--- config.mk ---
export PLATFORM = sky130hd
export DESIGN_NAME = frv_rx
export DESIGN_NICKNAME = d
export VERILOG_FILES = /design/src/frv_fifo.v /design/src/frv_rx.v
export VERILOG_INCLUDE_DIRS = /design/src
export SDC_FILE = /design/constraint.sdc
export NUM_CORES = 1
export LEC_CHECK = 0
export BUFFER_PORTS_ARGS = -buffer_cell sky130_fd_sc_hd__buf_2
export CORE_ASPECT_RATIO = 1.25
export CORE_MARGIN = 2
export CORE_UTILIZATION = 60
export DETAILED_ROUTE_END_ITERATION = 8
export PLACE_DENSITY_LB_ADDON = 0.05
export SKIP_LAST_GASP = 1
export SLEW_MARGIN = 30
export SYNTH_ARGS = -nofsm -noshare
export SYNTH_HDL_FRONTEND = slang
export SYNTH_SLANG_ARGS = --single-unit
--- constraint.sdc ---
create_clock -name clk_i -period 5.45 [get_ports clk_i]
set_input_delay 1.09 -clock clk_i [delete_from_list [all_inputs] [get_ports clk_i]]
set_output_delay 1.09 -clock clk_i [all_outputs]
set_load 0.01 [all_outputs]
--- src/frv_consts.vh ---
// constants for the frame receive validity and crc block
`ifndef FRV_CONSTS_VH
`define FRV_CONSTS_VH
`define FRV_W_DATA      32
`define FRV_FIFO_DEPTH  8
`define FRV_FIFO_AW     3
`define FRV_CRC_POLY    32'h04C11DB7
`define FRV_CRC_INIT    32'hFFFFFFFF
`define FRV_CRC_RESID   32'hC704DD7B
// decoded ordered set kinds from the word decoder
`define FRV_OS_W        4
`define FRV_OS_NONE     4'h0
`define FRV_OS_SOF      4'h1
`define FRV_OS_EOFN     4'h2
`define FRV_OS_EOFT     4'h3
`define FRV_OS_EOFNI    4'h4
`define FRV_OS_EOFA     4'h5
`define FRV_OS_OTHER    4'h6
// sof class field
`define FRV_CLS_W       2
`define FRV_CLS_2       2'h2
`define FRV_CLS_3       2'h3
`define FRV_CLS_F       2'h1
// verdict codes
`define FRV_VD_W        3
`define FRV_VD_ACCEPT   3'h0
`define FRV_VD_REJECT   3'h1
`define FRV_VD_DISCARD  3'h2
`define FRV_VD_INVALID  3'h3
`define FRV_VD_ABORT    3'h4
`define FRV_RJT_LEN     8'h13
`define FRV_MAX_WORDS   12'h213
`define FRV_CNT_W       16
`define FRV_CNT_ONE     16'h0001
`define FRV_CNT_MAX     16'hFFFF
`endif

--- src/frv_fifo.v ---
// parameterised valid/ready fifo for received frame words
module frv_fifo #(
    parameter WIDTH = 34,
    parameter DEPTH = 8,
    parameter AW    = 3
) (
    input  wire             clk_i,
    input  wire             reset_i,
    input  wire [WIDTH-1:0] in_data_i,
    input  wire             in_valid_i,
    output wire             in_ready_o,
    output wire [WIDTH-1:0] out_data_o,
    output wire             out_valid_o,
    input  wire             out_ready_i
);
    reg [WIDTH-1:0] mem [0:DEPTH-1];
    reg [AW:0]      wr_r;
    reg [AW:0]      rd_r;
    wire            full  = (wr_r[AW] != rd_r[AW]) && (wr_r[AW-1:0] == rd_r[AW-1:0]);
    wire            empty = (wr_r == rd_r);
    assign in_ready_o  = !full;
    assign out_valid_o = !empty;
    assign out_data_o  = mem[rd_r[AW-1:0]];
    always @(posedge clk_i) begin
        if (in_valid_i && !full) begin
            mem[wr_r[AW-1:0]] <= in_data_i;
        end
    end
    always @(posedge clk_i or posedge reset_i) begin
        if (reset_i) begin
            wr_r <= {(AW+1){1'b0}};
            rd_r <= {(AW+1){1'b0}};
        end else begin
            if (in_valid_i && !full) begin
                wr_r <= wr_r + 1'b1;
            end
            if (out_ready_i && !empty) begin
                rd_r <= rd_r + 1'b1;
            end
        end
    end
endmodule

--- src/frv_rx.v ---
// receive frame delimiting, validity, crc check and verdict logic
// Function
// - an aborted partial frame is discarded with no reply
// - an abort delimiter is never turned into an invalid delimiter when forwarded
// - forwarding supplies abort on link failure or, in fabric mode, for an overlong frame
// - an invalid-ended frame gets no response; its data may be used
// - data words outside an open start/end pair are dropped
// - capture starts only on a start-of-frame ordered set
// - a code violation during capture marks an invalid word in that frame
// - capture runs until any ordered set or link failure, even when oversize
// - oversize data may be dropped; acknowledged classes reject with code 13h
// - an abort-ended frame is discarded entirely under either policy
// - valid only with normal/terminate end, whole words, no invalid word
// - no port reject is ever sent for an invalid frame
// - a rejectable or busy valid class 3 frame is silently dropped
// - each invalid word and crc error bumps its event counter; here only data words during capture and crc errors of non-abort frames count
// - a valid frame with a disallowed delimiter pair is rejectable
// - invalid frame data is used only under process policy, else discarded
// - data field is word aligned and a multiple of four bytes
// - a word-aligned crc covers headers and data, not delimiters
// - crc is checked after decoding and descrambling
// - bytes enter the crc bit-reversed, crc bytes come out bit-reversed
// - a crc failure is handled like a delimiter validity failure
`include "frv_consts.vh"
module frv_rx (
    input  wire                  clk_i,
    input  wire                  reset_i,
    input  wire [31:0]           word_i,
    input  wire                  word_valid_i,
    input  wire [`FRV_OS_W-1:0]  os_kind_i,
    input  wire [`FRV_CLS_W-1:0] sof_class_i,
    input  wire                  sof_init_i,
    input  wire                  code_viol_i,
    input  wire [1:0]            partial_bytes_i,
    input  wire                  link_fail_i,
    input  wire                  busy_i,
    input  wire                  process_policy_i,
    input  wire                  oversize_drop_i,
    input  wire                  fabric_mode_i,
    output wire [31:0]           rx_data_o,
    output wire                  rx_last_o,
    output wire                  rx_first_o,
    output wire                  rx_valid_o,
    input  wire                  rx_ready_i,
    output wire                  overflow_o,
    output reg                   verdict_valid_o,
    output reg  [`FRV_VD_W-1:0]  verdict_o,
    output reg  [7:0]            reject_reason_o,
    output reg                   send_reject_o,
    output reg                   use_data_o,
    output reg  [`FRV_OS_W-1:0]  fwd_eof_o,
    output reg  [`FRV_CNT_W-1:0] itw_count_o,
    output reg  [`FRV_CNT_W-1:0] crc_err_count_o,
    output wire                  in_frame_o
);
    localparam ST_IDLE = 1'b0;
    localparam ST_CAPT = 1'b1;

    // one crc step over a 32-bit word, bytes fed bit-reversed in byte order
    function [31:0] crc_word;
        input [31:0] c;
        input [31:0] w;
        integer i;
        integer b;
        reg [31:0] r;
        reg        fb;
        begin
            r = c;
            for (b = 0; b < 4; b = b + 1) begin
                for (i = 0; i < 8; i = i + 1) begin
                    fb = r[31] ^ w[31 - 8*b - 7 + i];
                    r  = {r[30:0], 1'b0} ^ (fb ? `FRV_CRC_POLY : 32'h00000000);
                end
            end
            crc_word = r;
        end
    endfunction

    // delimiter pairs allowed per class
    function pair_ok;
        input [`FRV_CLS_W-1:0] cls;
        input [`FRV_OS_W-1:0]  eof;
        begin
            pair_ok = (cls == `FRV_CLS_2 || cls == `FRV_CLS_3) &&
                      (eof == `FRV_OS_EOFN || eof == `FRV_OS_EOFT);
        end
    endfunction

    // three-stage sync on the link failure pin
    reg [2:0] lf_sync_r;
    reg       lf_r;
    always @(posedge clk_i or posedge reset_i) begin
        if (reset_i) begin
            lf_sync_r <= 3'h0;
            lf_r      <= 1'b0;
        end else begin
            lf_sync_r <= {lf_sync_r[1:0], link_fail_i};
            if (lf_sync_r[1] == lf_sync_r[2]) begin
                lf_r <= lf_sync_r[2];
            end
        end
    end

    reg                  state_r;
    reg [`FRV_CLS_W-1:0] cls_r;
    reg [31:0]           crc_r;
    reg                  itw_r;
    reg                  misalign_r;
    reg [11:0]           words_r;
    reg                  oversize_r;
    reg                  first_r;
    reg                  have_r;
    reg [31:0]           hold_r;

    wire is_os     = word_valid_i && (os_kind_i != `FRV_OS_NONE);
    wire is_data   = word_valid_i && (os_kind_i == `FRV_OS_NONE);
    wire in_frame  = (state_r == ST_CAPT);
    wire frame_end = in_frame && (is_os || lf_r);
    assign in_frame_o = in_frame;

    // data goes through the fifo one word late so the crc word never leaves
    wire        fifo_in_ready;
    wire        drop_big   = oversize_r && oversize_drop_i;
    wire        push       = in_frame && is_data && have_r && !drop_big;
    assign overflow_o = in_frame && is_data && have_r && !drop_big && !fifo_in_ready;

    frv_fifo #(
        .WIDTH (34),
        .DEPTH (`FRV_FIFO_DEPTH),
        .AW    (`FRV_FIFO_AW)
    ) u_fifo (
        .clk_i       (clk_i),
        .reset_i     (reset_i),
        .in_data_i   ({first_r, 1'b0, hold_r}),
        .in_valid_i  (push),
        .in_ready_o  (fifo_in_ready),
        .out_data_o  ({rx_first_o, rx_last_o, rx_data_o}),
        .out_valid_o (rx_valid_o),
        .out_ready_i (rx_ready_i)
    );

    // verdict combinational terms at frame end
    reg [`FRV_OS_W-1:0] eof_k;
    reg                 valid_fr;
    reg                 crc_bad;
    reg                 rejectable;
    always @* begin
        eof_k      = lf_r ? `FRV_OS_EOFA : os_kind_i;
        crc_bad    = (crc_r != `FRV_CRC_RESID);
        valid_fr   = (eof_k == `FRV_OS_EOFN || eof_k == `FRV_OS_EOFT) &&
                     !misalign_r && !itw_r && !crc_bad;
        rejectable = !pair_ok(cls_r, eof_k) || busy_i || oversize_r;
    end

    always @(posedge clk_i or posedge reset_i) begin
        if (reset_i) begin
            state_r         <= ST_IDLE;
            cls_r           <= `FRV_CLS_3;
            crc_r           <= `FRV_CRC_INIT;
            itw_r           <= 1'b0;
            misalign_r      <= 1'b0;
            words_r         <= 12'h000;
            oversize_r      <= 1'b0;
            first_r         <= 1'b0;
            have_r          <= 1'b0;
            hold_r          <= 32'h00000000;
            verdict_valid_o <= 1'b0;
            verdict_o       <= `FRV_VD_ACCEPT;
            reject_reason_o <= 8'h00;
            send_reject_o   <= 1'b0;
            use_data_o      <= 1'b0;
            fwd_eof_o       <= `FRV_OS_NONE;
            itw_count_o     <= 16'h0000;
            crc_err_count_o <= 16'h0000;
        end else begin
            verdict_valid_o <= 1'b0;
            send_reject_o   <= 1'b0;
            use_data_o      <= 1'b0;
            if (push) begin
                first_r <= 1'b0;
            end
            if (!in_frame) begin
                // stray data outside a delimiter pair is dropped here
                if (word_valid_i && os_kind_i == `FRV_OS_SOF && !lf_r) begin
                    state_r    <= ST_CAPT;
                    cls_r      <= sof_class_i;
                    crc_r      <= `FRV_CRC_INIT;
                    itw_r      <= 1'b0;
                    misalign_r <= 1'b0;
                    words_r    <= 12'h000;
                    oversize_r <= 1'b0;
                    first_r    <= 1'b1;
                    have_r     <= 1'b0;
                end
            end else if (frame_end) begin
                state_r         <= ST_IDLE;
                have_r          <= 1'b0;
                verdict_valid_o <= 1'b1;
                // abort passes through unchanged; invalid frames forward as invalid except overlong ones in fabric mode, cut with abort
                if (eof_k == `FRV_OS_EOFA) begin
                    fwd_eof_o <= `FRV_OS_EOFA;
                end else if (fabric_mode_i && oversize_r) begin
                    // a fabric element cuts an overlong frame with abort
                    fwd_eof_o <= `FRV_OS_EOFA;
                end else if (!valid_fr || eof_k == `FRV_OS_EOFNI) begin
                    fwd_eof_o <= `FRV_OS_EOFNI;
                end else begin
                    fwd_eof_o <= eof_k;
                end
                if (crc_bad && eof_k != `FRV_OS_EOFA && crc_err_count_o != `FRV_CNT_MAX) begin
                    crc_err_count_o <= crc_err_count_o + `FRV_CNT_ONE;
                end
                if (eof_k == `FRV_OS_EOFA) begin
                    verdict_o <= `FRV_VD_ABORT;
                end else if (!valid_fr) begin
                    verdict_o  <= `FRV_VD_INVALID;
                    use_data_o <= process_policy_i;
                end else if (rejectable && cls_r == `FRV_CLS_3) begin
                    verdict_o <= `FRV_VD_DISCARD;
                end else if (cls_r == `FRV_CLS_F) begin
                    verdict_o <= `FRV_VD_DISCARD;
                end else if (rejectable && !busy_i) begin
                    verdict_o       <= `FRV_VD_REJECT;
                    send_reject_o   <= !fabric_mode_i;
                    reject_reason_o <= oversize_r ? `FRV_RJT_LEN : 8'h00;
                end else if (busy_i) begin
                    verdict_o <= `FRV_VD_DISCARD;
                end else begin
                    verdict_o  <= `FRV_VD_ACCEPT;
                    use_data_o <= 1'b1;
                end
            end else if (is_data) begin
                // crc checked on descrambled words from the decoder
                crc_r <= crc_word(crc_r, word_i);
                if (code_viol_i) begin
                    itw_r <= 1'b1;
                    if (itw_count_o != `FRV_CNT_MAX) begin
                        itw_count_o <= itw_count_o + `FRV_CNT_ONE;
                    end
                end
                if (partial_bytes_i != 2'h0) begin
                    misalign_r <= 1'b1;
                end
                if (words_r == `FRV_MAX_WORDS) begin
                    oversize_r <= 1'b1;
                end else begin
                    words_r <= words_r + 12'h001;
                end
                hold_r <= word_i;
                have_r <= 1'b1;
            end
        end
    end
endmodule

Word-level counts from Yosys, hierarchy flattened
Memories as Yosys holds them, arrays and structs flattened.
Index checks and enable logic that the tools add are counted.
W data, S select, Z words.
{ "totals": {"n_memories": 1, "ramBits": 264, "in_bits": 51, "elab_cells": 269, "regBits": 146, "output_inout_bits": 87} }
{ "classes": {"bitwise_logic": 69, "eq_ne": 24, "reduce_logical": 55, "n_mux": 93, "n_addsub": 5} }
{ "memory_table": {"columns": ["name", "depth", "word_bits", "read_ports", "rd_clocked_by_memory_dff", "wr", "line", "rtl"], "rows": [
  ["u_fifo.mem", 8, 33, 1, 0, 1, "frv_fifo.v:16", "reg [WIDTH-1:0] mem [0:DEPTH-1];"]
]} }
{ "op_table": {"columns": ["op", "count"], "rows": [
  ["$xor A32 B27 Y32", 32],
  ["$mux W27", 32],
  ["$mux W32", 4],
  ["$mux W12", 5],
  ["$mux W1", 41],
  ["$add A16 B1 Y16 const B", 2],
  ["$ne A16 B16 Y1 const B", 2],
  ["$ne A32 B32 Y1 const B", 1],
  ["$xor A1 B1 Y1", 32],
  ["$logic_and A1 B1 Y1", 22],
  ["$mux W4", 4],
  ["$reduce_and A4 Y1", 4],
  ["$add A12 B1 Y12 const B", 1],
  ["$eq A12 B10 Y1 const B", 1],
  ["$logic_not A1 Y1", 11],
  ["$mux W2", 5],
  ["$reduce_and A3 Y1", 3],
  ["$add A4 B1 Y4 const B", 2],
  ["$eq A4 B2 Y1 const B", 2],
  ["$eq A4 B3 Y1 const B", 2],
  ["$reduce_and A7 Y1", 1],
  ["$logic_or A1 B1 Y1", 6],
  ["$ne A2 B1 Y1 const B", 3],
  ["$ne A2 B2 Y1 const B", 3],
  ["other kinds (17)", 25]
]} }

Longest topological paths before layout
Gate-level depths: netlist (run 1).
{ "depth": {"depth_word": 99, "ltp_mapped": 10, "ltp_nobuf": 9} }

Modules after synthesis
A second synthesis (run 1) with hierarchy kept.
{ "unflattened": {"hier_cells": 1242, "hier_area_um2": 19433.6} }
{ "modules_own_cells": {"columns": ["module", "cells_each", "instances", "seq_area_each_um2", "area_each_um2"], "rows": [
  ["frv_fifo", 451, 1, 8368.0, 10791.6],
  ["frv_rx", 791, 1, 3320.7, 8642.0]
]} }

Least setup slack after synthesis (run 1)
No wires, ideal clock.
{ "synth_timing": {"path_type": "input-to-reg", "start": "in os_kind_i[2]", "end": "mem u_fifo.mem[0][0] (netlist name), enable pin", "setup_slack_ns": 0.548, "n_path_buf": 0, "t_required_ns": 4.986, "setup_time_ns": 0.464, "t_arrival_ns": 4.438, "stages": 6, "path_cell_list": "nor3_1 -> nand2_1 -> a211o_1 -> a21oi_1 -> nand2b_1 -> nor3_1"} }
{ "synth_between": {"elab_chain_len": 8} }
{ "synth_rtl": {"columns": ["item", "line", "rtl"], "rows": [
  ["start: declaration", "frv_rx.v:30", "input wire [`FRV_OS_W-1:0] os_kind_i,"],
  ["$logic_not A4 Y1 (no source line)", null, null],
  ["$logic_and A1 B1 Y1", "frv_rx.v:116", "wire is_data = word_valid_i && (os_kind_i == `FRV_OS_NONE);"],
  ["$logic_and A1 B1 Y1 (3 in a row)", "frv_rx.v:124", "wire push = in_frame && is_data && have_r && !drop_big;"],
  ["$logic_and A1 B1 Y1", "frv_fifo.v:25", "if (in_valid_i && !full) begin"],
  ["$mux W1", "frv_fifo.v:25", null],
  ["$mux W1 (implied by the code)", "frv_fifo.v:26", "mem[wr_r[AW-1:0]] <= in_data_i;"],
  ["end: declaration", "frv_fifo.v:16", null]
]} }
Every way passes these cells.

Final worst setup path (run 1)
{ "layout_timing": {"start": "in word_i[30]", "end": "reg crc_r[4]"} }
{ "layout_between": {"elab_chain_len": 37, "word_cells_on_any_way": 51, "cone_classes": "mux (14); bitwise (37)"} }
{ "layout_rtl": {"columns": ["item", "line", "rtl"], "rows": [
  ["start: declaration", "frv_rx.v:28", "input wire [31:0] word_i,"],
  ["$xor A1 B1 Y1 *", "frv_rx.v:71", "fb = r[31] ^ w[31 - 8*b - 7 + i];"],
  ["$mux W27 *", "frv_rx.v:72", "r = {r[30:0], 1'b0} ^ (fb ? `FRV_CRC_POLY : 32'h00000000);"],
  ["$xor A32 B27 Y32 * (6 in a row)", "frv_rx.v:72", null],
  ["$xor A1 B1 Y1 / $xor A32 B27 Y32 (equally long branches)", "frv_rx.v:71, frv_rx.v:72", null],
  ["$mux W27 / $xor A32 B27 Y32 (equally long branches)", "frv_rx.v:72", null],
  ["$xor A32 B27 Y32 * (6 in a row)", "frv_rx.v:72", null],
  ["$xor A1 B1 Y1 / $xor A32 B27 Y32 (equally long branches)", "frv_rx.v:71, frv_rx.v:72", null],
  ["$mux W27 / $xor A32 B27 Y32 (equally long branches)", "frv_rx.v:72", null],
  ["$xor A32 B27 Y32 * (9 in a row)", "frv_rx.v:72", null],
  ["$xor A1 B1 Y1 / $xor A32 B27 Y32 (equally long branches)", "frv_rx.v:71, frv_rx.v:72", null],
  ["$mux W27 (tied with other cells)", "frv_rx.v:72", null],
  ["$xor A32 B27 Y32 * (5 in a row)", "frv_rx.v:72", null],
  ["$mux W32 *", "frv_rx.v:232", "end else if (is_data) begin"],
  ["$mux W32 *", "frv_rx.v:195", "end else if (frame_end) begin"],
  ["$mux W32 *", "frv_rx.v:182", "if (!in_frame) begin"],
  ["end signal: assignment", "frv_rx.v:159", "crc_r <= `FRV_CRC_INIT;"],
  ["end signal: assignment", "frv_rx.v:187", "crc_r <= `FRV_CRC_INIT;"],
  ["end signal: assignment", "frv_rx.v:234", "crc_r <= crc_word(crc_r, word_i);"],
  ["end: declaration", "frv_rx.v:106", "reg [31:0] crc_r;"]
]} }
Mark *: on every way between the ends. The rest lies on a longest branch, timed or not. The select of a mux whose other input is x is not followed.
A chain may end at the register's enable or synchronous reset.

==> results.sh, run 1 <==
export IMPL_setup_viol=0
export IMPL_antenna_left=0
export IMPL_critPathLaunchType="primary input"
export IMPL_met1_length_mm=16.8
export IMPL_critical_path_class="in2reg"
export IMPL_io_pins=138
export IMPL_crit_family="XOR/XNOR gates"
export IMPL_track_usage=0.256
export IMPL_clockRootBuffer="clkbuf_16"
export IMPL_path_buf_inv=1
export IMPL_clock_skew_ns=0.0250
export IMPL_syn_area_per_cell_um2=16.5
export IMPL_synth_distinct_cells=52
export IMPL_post_route_period_util=0.784
export IMPL_h_tree_depth=2
export IMPL_grt_first_pass_wirelength_mm=62.7
export IMPL_drtIter0Drc=836
export IMPL_die_area_um2=33200
export IMPL_synth_area_leader_cell="edfxtp_1"
export IMPL_grt_pass1_vias=10600
export IMPL_clk_path_buf_depth=3
export IMPL_route_met2_wl_mm=20.6
export IMPL_worstSkewPairLatency_ns=0.54
export IMPL_placementRows=72
export IMPL_hold_class="reg2reg"
export IMPL_crit_fanout=10
export IMPL_fin_setup_tns_ns=0
export IMPL_hold_buffers=0
export IMPL_viasPerCell=5.80
export IMPL_slew_headroom=0.377
export IMPL_drv_cap=0
export IMPL_final_max_slew_viol_count=0
export IMPL_grt_max_degree=102
export IMPL_cts_setup_buffers=0
export IMPL_drcViolationCount=0
export IMPL_async_flop_share=0.345
export IMPL_synthCells=1156
export IMPL_finalNetCount=1378
export IMPL_worstPathArrival_ns=4.74
export IMPL_cts_buffers=39
export IMPL_drive_gt1_frac=0.322
export IMPL_grt_remaining_overflow=0
export IMPL_crit_slowest_cell="xnor2_1"
export IMPL_portBuffers=130
export IMPL_path_cells="buf_2, xor2_2, xor2_2, xnor2_2, xnor2_1, xnor3_1, xor2_2, xor2_4, xnor3_1, o22a_1"
export IMPL_netlist_area_um2=19000
export IMPL_status="completed"
export IMPL_place_congestion=0.957
export IMPL_cpPeakStageDelay_ns=0.53
export IMPL_start_util=0.613
export IMPL_wl_met3_mm=2.41
export IMPL_antenna_found_initial=4
export IMPL_top_layer="met5"
export IMPL_crit_top_cell="xor2_2"
export IMPL_die_y_um=203
export IMPL_clkSinkCount=403
export IMPL_ys_flop_type="edfxtp_1"
export IMPL_end_kind="flip-flop"
export IMPL_ys_warn_count=0
export IMPL_min_period_ns=4.27
export IMPL_cts_tree="yes"
export IMPL_dp_hpwl_mm=27.0
export IMPL_synth_seq_cells=403
export IMPL_syn_to_final_growth_pct=14.0
export IMPL_via_count=10200
export IMPL_wire_per_inst_um=23.1
export IMPL_hold_viol_final=0
export IMPL_synth_edf_count=264
export IMPL_die_w_um=163
export IMPL_rsz0062_at_grt="false"
export IMPL_tightest_slew_ns=0.919
export IMPL_drt_total_wl_mm=40.7
export IMPL_drtPass1Iterations=5
export IMPL_synth_area_leaders="edfxtp_1 (42%), dfrtp_1 (14%), xnor2_1 (8.0%), mux4_2 (7.8%), xnor3_1 (5.4%)"
export IMPL_clk_pin_slew_worst_paths_ns=0.06
export IMPL_ys_seq_area_frac=0.601
export IMPL_cp_required_ns=5.92
export IMPL_core_area_um2=31100
export IMPL_yosysTopAreaCellShare=0.416
export IMPL_fmaxAchievable_mhz=234
export IMPL_cts_resized=0
==> metal layers <==
metal  track usage  vias to the layer above
li1              -                     4588
met1         0.350                     5230
met2         0.428                      334
met3        0.0451                       59
met4        0.0743                        6
met5             0                        -
==> synth_stat cells, types with 9 or more instances <==
cell type    n
mux2_2      72
clkbuf_1    29
xor2_1      64
xnor3_1     46
dfrtp_1    105
nor3_1      13
xnor2_1    173
nand4_1     12
a21oi_1     41
nor2_1      59
mux4_2      66
edfxtp_1   264
nand2_1     37
nand3_1     10
xnor2_2      9
dfstp_2     34
and3_1      10
==> worst paths after layout <==
check,slack (ns),start,cells after the start,to
max in group asynchronous,3.75,reset_i,3,cls_r[0]
worst min register to register,0.35,lf_sync_r[0],0,lf_sync_r[1]
worst min-delay path,0.35,lf_sync_r[0],0,lf_sync_r[1]
worst max-delay path,1.18,word_i[30],10,crc_r[4]
worst max register to register,1.31,crc_r[30],10,crc_r[4]
min in group asynchronous,0.68,reset_i,2,crc_err_count_o[13]
==> flip-flops by register name, summed over array words and instances (netlist names), 2 cells and up <==
name / count
words_r: 12
crc_r: 32
u_fifo.rd_r: 4
cls_r: 2
hold_r: 32
u_fifo.wr_r: 4
verdict_o: 3
crc_err_count_o: 16
lf_sync_r: 3
itw_count_o: 16
u_fifo.mem: 264
fwd_eof_o: 4
==> placed cells by master, fill, tap and decap left out, types with 6 or more instances in the layout <==
master / instances
a21oi_1: 41
and3_1: 10
buf_2: 130
buf_4: 34
clkbuf_1: 8
clkbuf_16: 41
clkinv_1: 8
conb_1: 6
dfrtp_1: 103
dfstp_2: 34
edfxtp_1: 264
mux2_2: 72
mux4_2: 66
nand2_1: 37
nand3_1: 10
nand4_1: 12
nor2_1: 53
nor2_4: 6
nor3_1: 10
nor4b_1: 6
o21ai_0: 8
or3_1: 8
xnor2_1: 173
xnor2_2: 9
xnor3_1: 46
xor2_1: 64
xor2_2: 7
==> per-stage QoR <==
| step | util | setup WS, ns | cell area [µm²] | hold WS [ns] | instances |
|---|---|---|---|---|---|
| floorplan | - | 0.548 | 19100 | 0.331 | 1161 |
| global placement | 0.655 | 0.663 | 20400 | 0.336 | 1687 |
| detailed placement | 0.655 | 0.656 | 20400 | 0.336 | 1687 |
| CTS | 0.698 | 1.20 | 21700 | 0.351 | 1759 |
| global route | 0.698 | 1.03 | 21700 | 0.354 | 1760 |
| finish | 0.698 | 1.18 | 21700 | 0.348 | 1761 |
==> final cells by class <==
cell class | instances | area, µm²
Sequential cell | 403 | 11500
Fill cell | 2109 | 9380
Multi-Input combinational cell | 706 | 7450
Clock buffer | 50 | 1070
Timing Repair Buffer | 166 | 946
Tap cell | 407 | 509
Clock inverter | 22 | 246
Inverter | 6 | 30.0
Antenna cell | 1 | 2.50
==> cells by family (layout without fill, tap and decap cells) <==
| group | count (synthesis) | in the layout | share of synthesized area |
|---|---|---|---|
| mux | 139 | 139 | 0.121 |
| buf+inv | 52 | 244 | 0.0119 |
| other cells | 1 | 7 | 0.000197 |
| fa+ha+maj | 6 | 6 | 0.00381 |
| simple gates | 177 | 177 | 0.0459 |
| flops | 403 | 403 | 0.601 |
| xor+xnor | 313 | 313 | 0.196 |
| compound gates | 65 | 65 | 0.0195 |
Power of run 1 is not shown: default switching activity piles up to over one toggle a cycle in this logic, so the estimate is an artifact.
==> inputs of run 2 (changes only) <==
--- a/config.mk
+++ b/config.mk
@@ -6,6 +6,7 @@
 export SDC_FILE = /design/constraint.sdc
 export NUM_CORES = 1
 export LEC_CHECK = 0
+export ABC_AREA = 1
 export BUFFER_PORTS_ARGS = -buffer_cell sky130_fd_sc_hd__buf_2
 export CORE_ASPECT_RATIO = 1.25
 export CORE_MARGIN = 2
==> constraint.sdc (replaced) <==
create_clock -name clk_i -period 4.1 [get_ports clk_i]
set_input_delay 0.82 -clock clk_i [delete_from_list [all_inputs] [get_ports clk_i]]
set_output_delay 0.82 -clock clk_i [all_outputs]
set_load 0.01 [all_outputs]
==> run 2 against run 1 <==
  * Count of clock-buffer cells in the layout fell by 6
  * Global-route usage rose by 5.2 points
  * Critical path depth rose by 17
  * Via count rose by 71%
  * Setup slack got worse by 0.69 ns
  * Core utilization fell by 0.50 points
==> results.sh, run 2 <==
export IMPL_status="completed"
export IMPL_grt_remaining_overflow=0
export IMPL_ys_flop_type="edfxtp_1"
export IMPL_cts_resized=0
export IMPL_clk_path_buf_depth=3
export IMPL_die_y_um=215
export IMPL_final_max_slew_viol_count=0
export IMPL_worstPathArrival_ns=4.08
export IMPL_worstSkewPairLatency_ns=0.55
export IMPL_place_congestion=0.967
export IMPL_seq_area_um2=11500
export IMPL_cp_required_ns=4.57
export IMPL_min_period_ns=3.61
export IMPL_preCtsSetupSlack_ns=0.0995
export IMPL_track_usage=0.308
export IMPL_drt_total_wl_mm=57.2
export IMPL_syn_to_final_growth_pct=14.6
export IMPL_fmaxAchievable_mhz=277
export IMPL_die_w_um=173
export IMPL_ys_seq_area_frac=0.536
export IMPL_grt_pass1_vias=16700
export IMPL_synth_distinct_cells=52
export IMPL_clockRootBuffer="clkbuf_16"
export IMPL_cts_tree="yes"
export IMPL_layout_commonest_cell="nand2_1"
export IMPL_wire_per_inst_um=18.2
export IMPL_tightest_slew_ns=0.750
export IMPL_worst_slack_ns=0.489
export IMPL_slew_headroom=0.487
export IMPL_cts_setup_buffers=0
export IMPL_antenna_left=0
export IMPL_grt_max_degree=79
export IMPL_hold_class="in2async"
export IMPL_end_kind="flip-flop"
export IMPL_clkSinkCount=403
export IMPL_fillerInstances=2809
export IMPL_dp_hpwl_mm=40.6
export IMPL_via_count=17400
export IMPL_dp_cells=3077
export IMPL_drtIter0Drc=1220
export IMPL_io_pins=138
export IMPL_clock_skew_ns=0.0181
export IMPL_holdWs_ns=0.319
export IMPL_hold_viol_final=0
export IMPL_rsz0062_at_grt="false"
export IMPL_yosysMostFrequentCell="nand2_1"
export IMPL_viasPerCell=5.53
export IMPL_portBuffers=130
export IMPL_clk_pin_slew_worst_paths_ns=0.06
export IMPL_critical_path_class="reg2reg"
export IMPL_start_util=0.605
export IMPL_critPathLaunchType="flip-flop"
export IMPL_crit_fanout=8
export IMPL_yosysTopAreaCellShare=0.372
export IMPL_netlist_area_um2=21300
export IMPL_reg2reg_slack_ns=0.49
export IMPL_largest_reg_flops=264
export IMPL_final_cells=3148
export IMPL_antenna_found_initial=3
export IMPL_synth_commonest_cells="nand2_1 (685), nor2_1 (296), edfxtp_1 (264)"
export IMPL_finalNetCount=2700
export IMPL_grt_first_pass_wirelength_mm=89.1
export IMPL_placementRows=77
export IMPL_die_area_um2=37100
export IMPL_async_flop_share=0.345
export IMPL_post_route_util=0.693
export IMPL_drv_cap=0
export IMPL_syn_area_per_cell_um2=8.69
export IMPL_cts_buffers=39
export IMPL_multiInputGateArea_um2=8850
export IMPL_h_tree_depth=2
export IMPL_synthCells=2456
export IMPL_post_route_period_util=0.881
export IMPL_synth_area_leader_cell="edfxtp_1"
export IMPL_layout_common_cells="nand2_1 (685), nor2_1 (295), edfxtp_1 (264), nand3_1 (179), inv_1 (177)"
export IMPL_drive_gt1_frac=0.174
export IMPL_synth_seq_cells=403
export IMPL_synth_area_leaders="edfxtp_1 (37%), dfrtp_1 (12%), nand2_1 (12%), nor2_1 (5.2%), xor2_1 (4.7%)"
export IMPL_hold_buffers=0
export IMPL_core_area_um2=35300
export IMPL_drtPass1Iterations=5
export IMPL_drcViolationCount=0
export IMPL_synth_edf_count=264
export IMPL_setup_viol=0
export IMPL_ys_warn_count=0
-- run 2: cell types whose count changed after synthesis, moves of 50 or more --
cell,delta
nand2_2,+67
inv_1,+175
xnor2_1,-147
nand3_1,+170
o21ai_0,+167
mux2_2,-71
xor2_1,+50
mux4_2,-66
nand2_1,+648
nor2_1,+237
-- run 2: final cells by class --
class,instances,share of cell area
clock buffers,44,0.0420
repair buffers,220,0.0619
diodes,3,0.000307
multi-input cells,1775,0.362
well taps,474,0.0243
flip-flops and latches,403,0.468
inverters,205,0.0317
clock inverters,24,0.00952
-- run 2: final timing paths --
kind	start	end	cells after the start
min in group clk_i	lf_sync_r[0]	lf_sync_r[1]	0
worst max register to register	crc_r[31]	crc_r[26]	27
worst min-delay path	reset_i	crc_err_count_o[14]	2
worst min register to register	lf_sync_r[0]	lf_sync_r[1]	0
worst max-delay path	crc_r[31]	crc_r[26]	27
max in group asynchronous	reset_i	cls_r[0]	3
-- run 2: cells by family (layout without fill, tap and decap cells) --
| group | count (synthesis) | count (layout) | share of synthesized area |
|---|---|---|---|
| XOR/XNOR | 146 | 146 | 0.0631 |
| adder cells (fa/ha/maj) | 6 | 6 | 0.00340 |
| buffers and inverters | 283 | 493 | 0.0532 |
| AO/OA/AOI/OAI | 280 | 280 | 0.0710 |
| other | 1 | 9 | 0.000176 |
| multiplexers | 1 | 1 | 0.000528 |
| flip-flops | 403 | 403 | 0.536 |
| AND/OR/NAND/NOR | 1336 | 1336 | 0.272 |
-- run 2: metrics by stage --
step / TNS [ns] / area [µm²]
2_1_floorplan: -67.66 / 21400
3_3_place_gp: 0 / 23200
3_5_place_dp: 0 / 23200
4_1_cts: 0 / 24400
5_1_grt: 0 / 24400
6_report: 0 / 24400
-- run 2: routing by layer --
| layer | vias to the layer above | GRT usage | routed length (µm) |
|---|---|---|---|
| met4 | 0 | 0.149 | 2820 |
| met5 | - | 0 | 0 |
| met1 | 8223 | 0.387 | 22400 |
| met3 | 133 | 0.0306 | 3450 |
| met2 | 600 | 0.537 | 28600 |
| li1 | 8466 | - | - |
-- run 2: critical path, cell delays in order (launching register included) --
cell	delay, ns
dfstp_2	0.59
inv_2	0.05
nand2_1	0.11
nand2_2	0.13
nand2_1	0.10
nand2_2	0.10
nand2_1	0.09
nand3_1	0.20
nand2_1	0.25
nand2_1	0.10
nand2_1	0.08
nand2_1	0.04
nand2_1	0.15
inv_1	0.06
nand2_1	0.11
nand2_2	0.17
nand2_1	0.10
nand3_1	0.08
nand2_2	0.17
inv_2	0.08
nand2_1	0.08
nand2_2	0.10
nand2_1	0.10
nand2_1	0.06
nand2_1	0.05
nand3_1	0.23
nand2_1	0.13
inv_1	0.04
Power of run 2 is left out for the same reason.
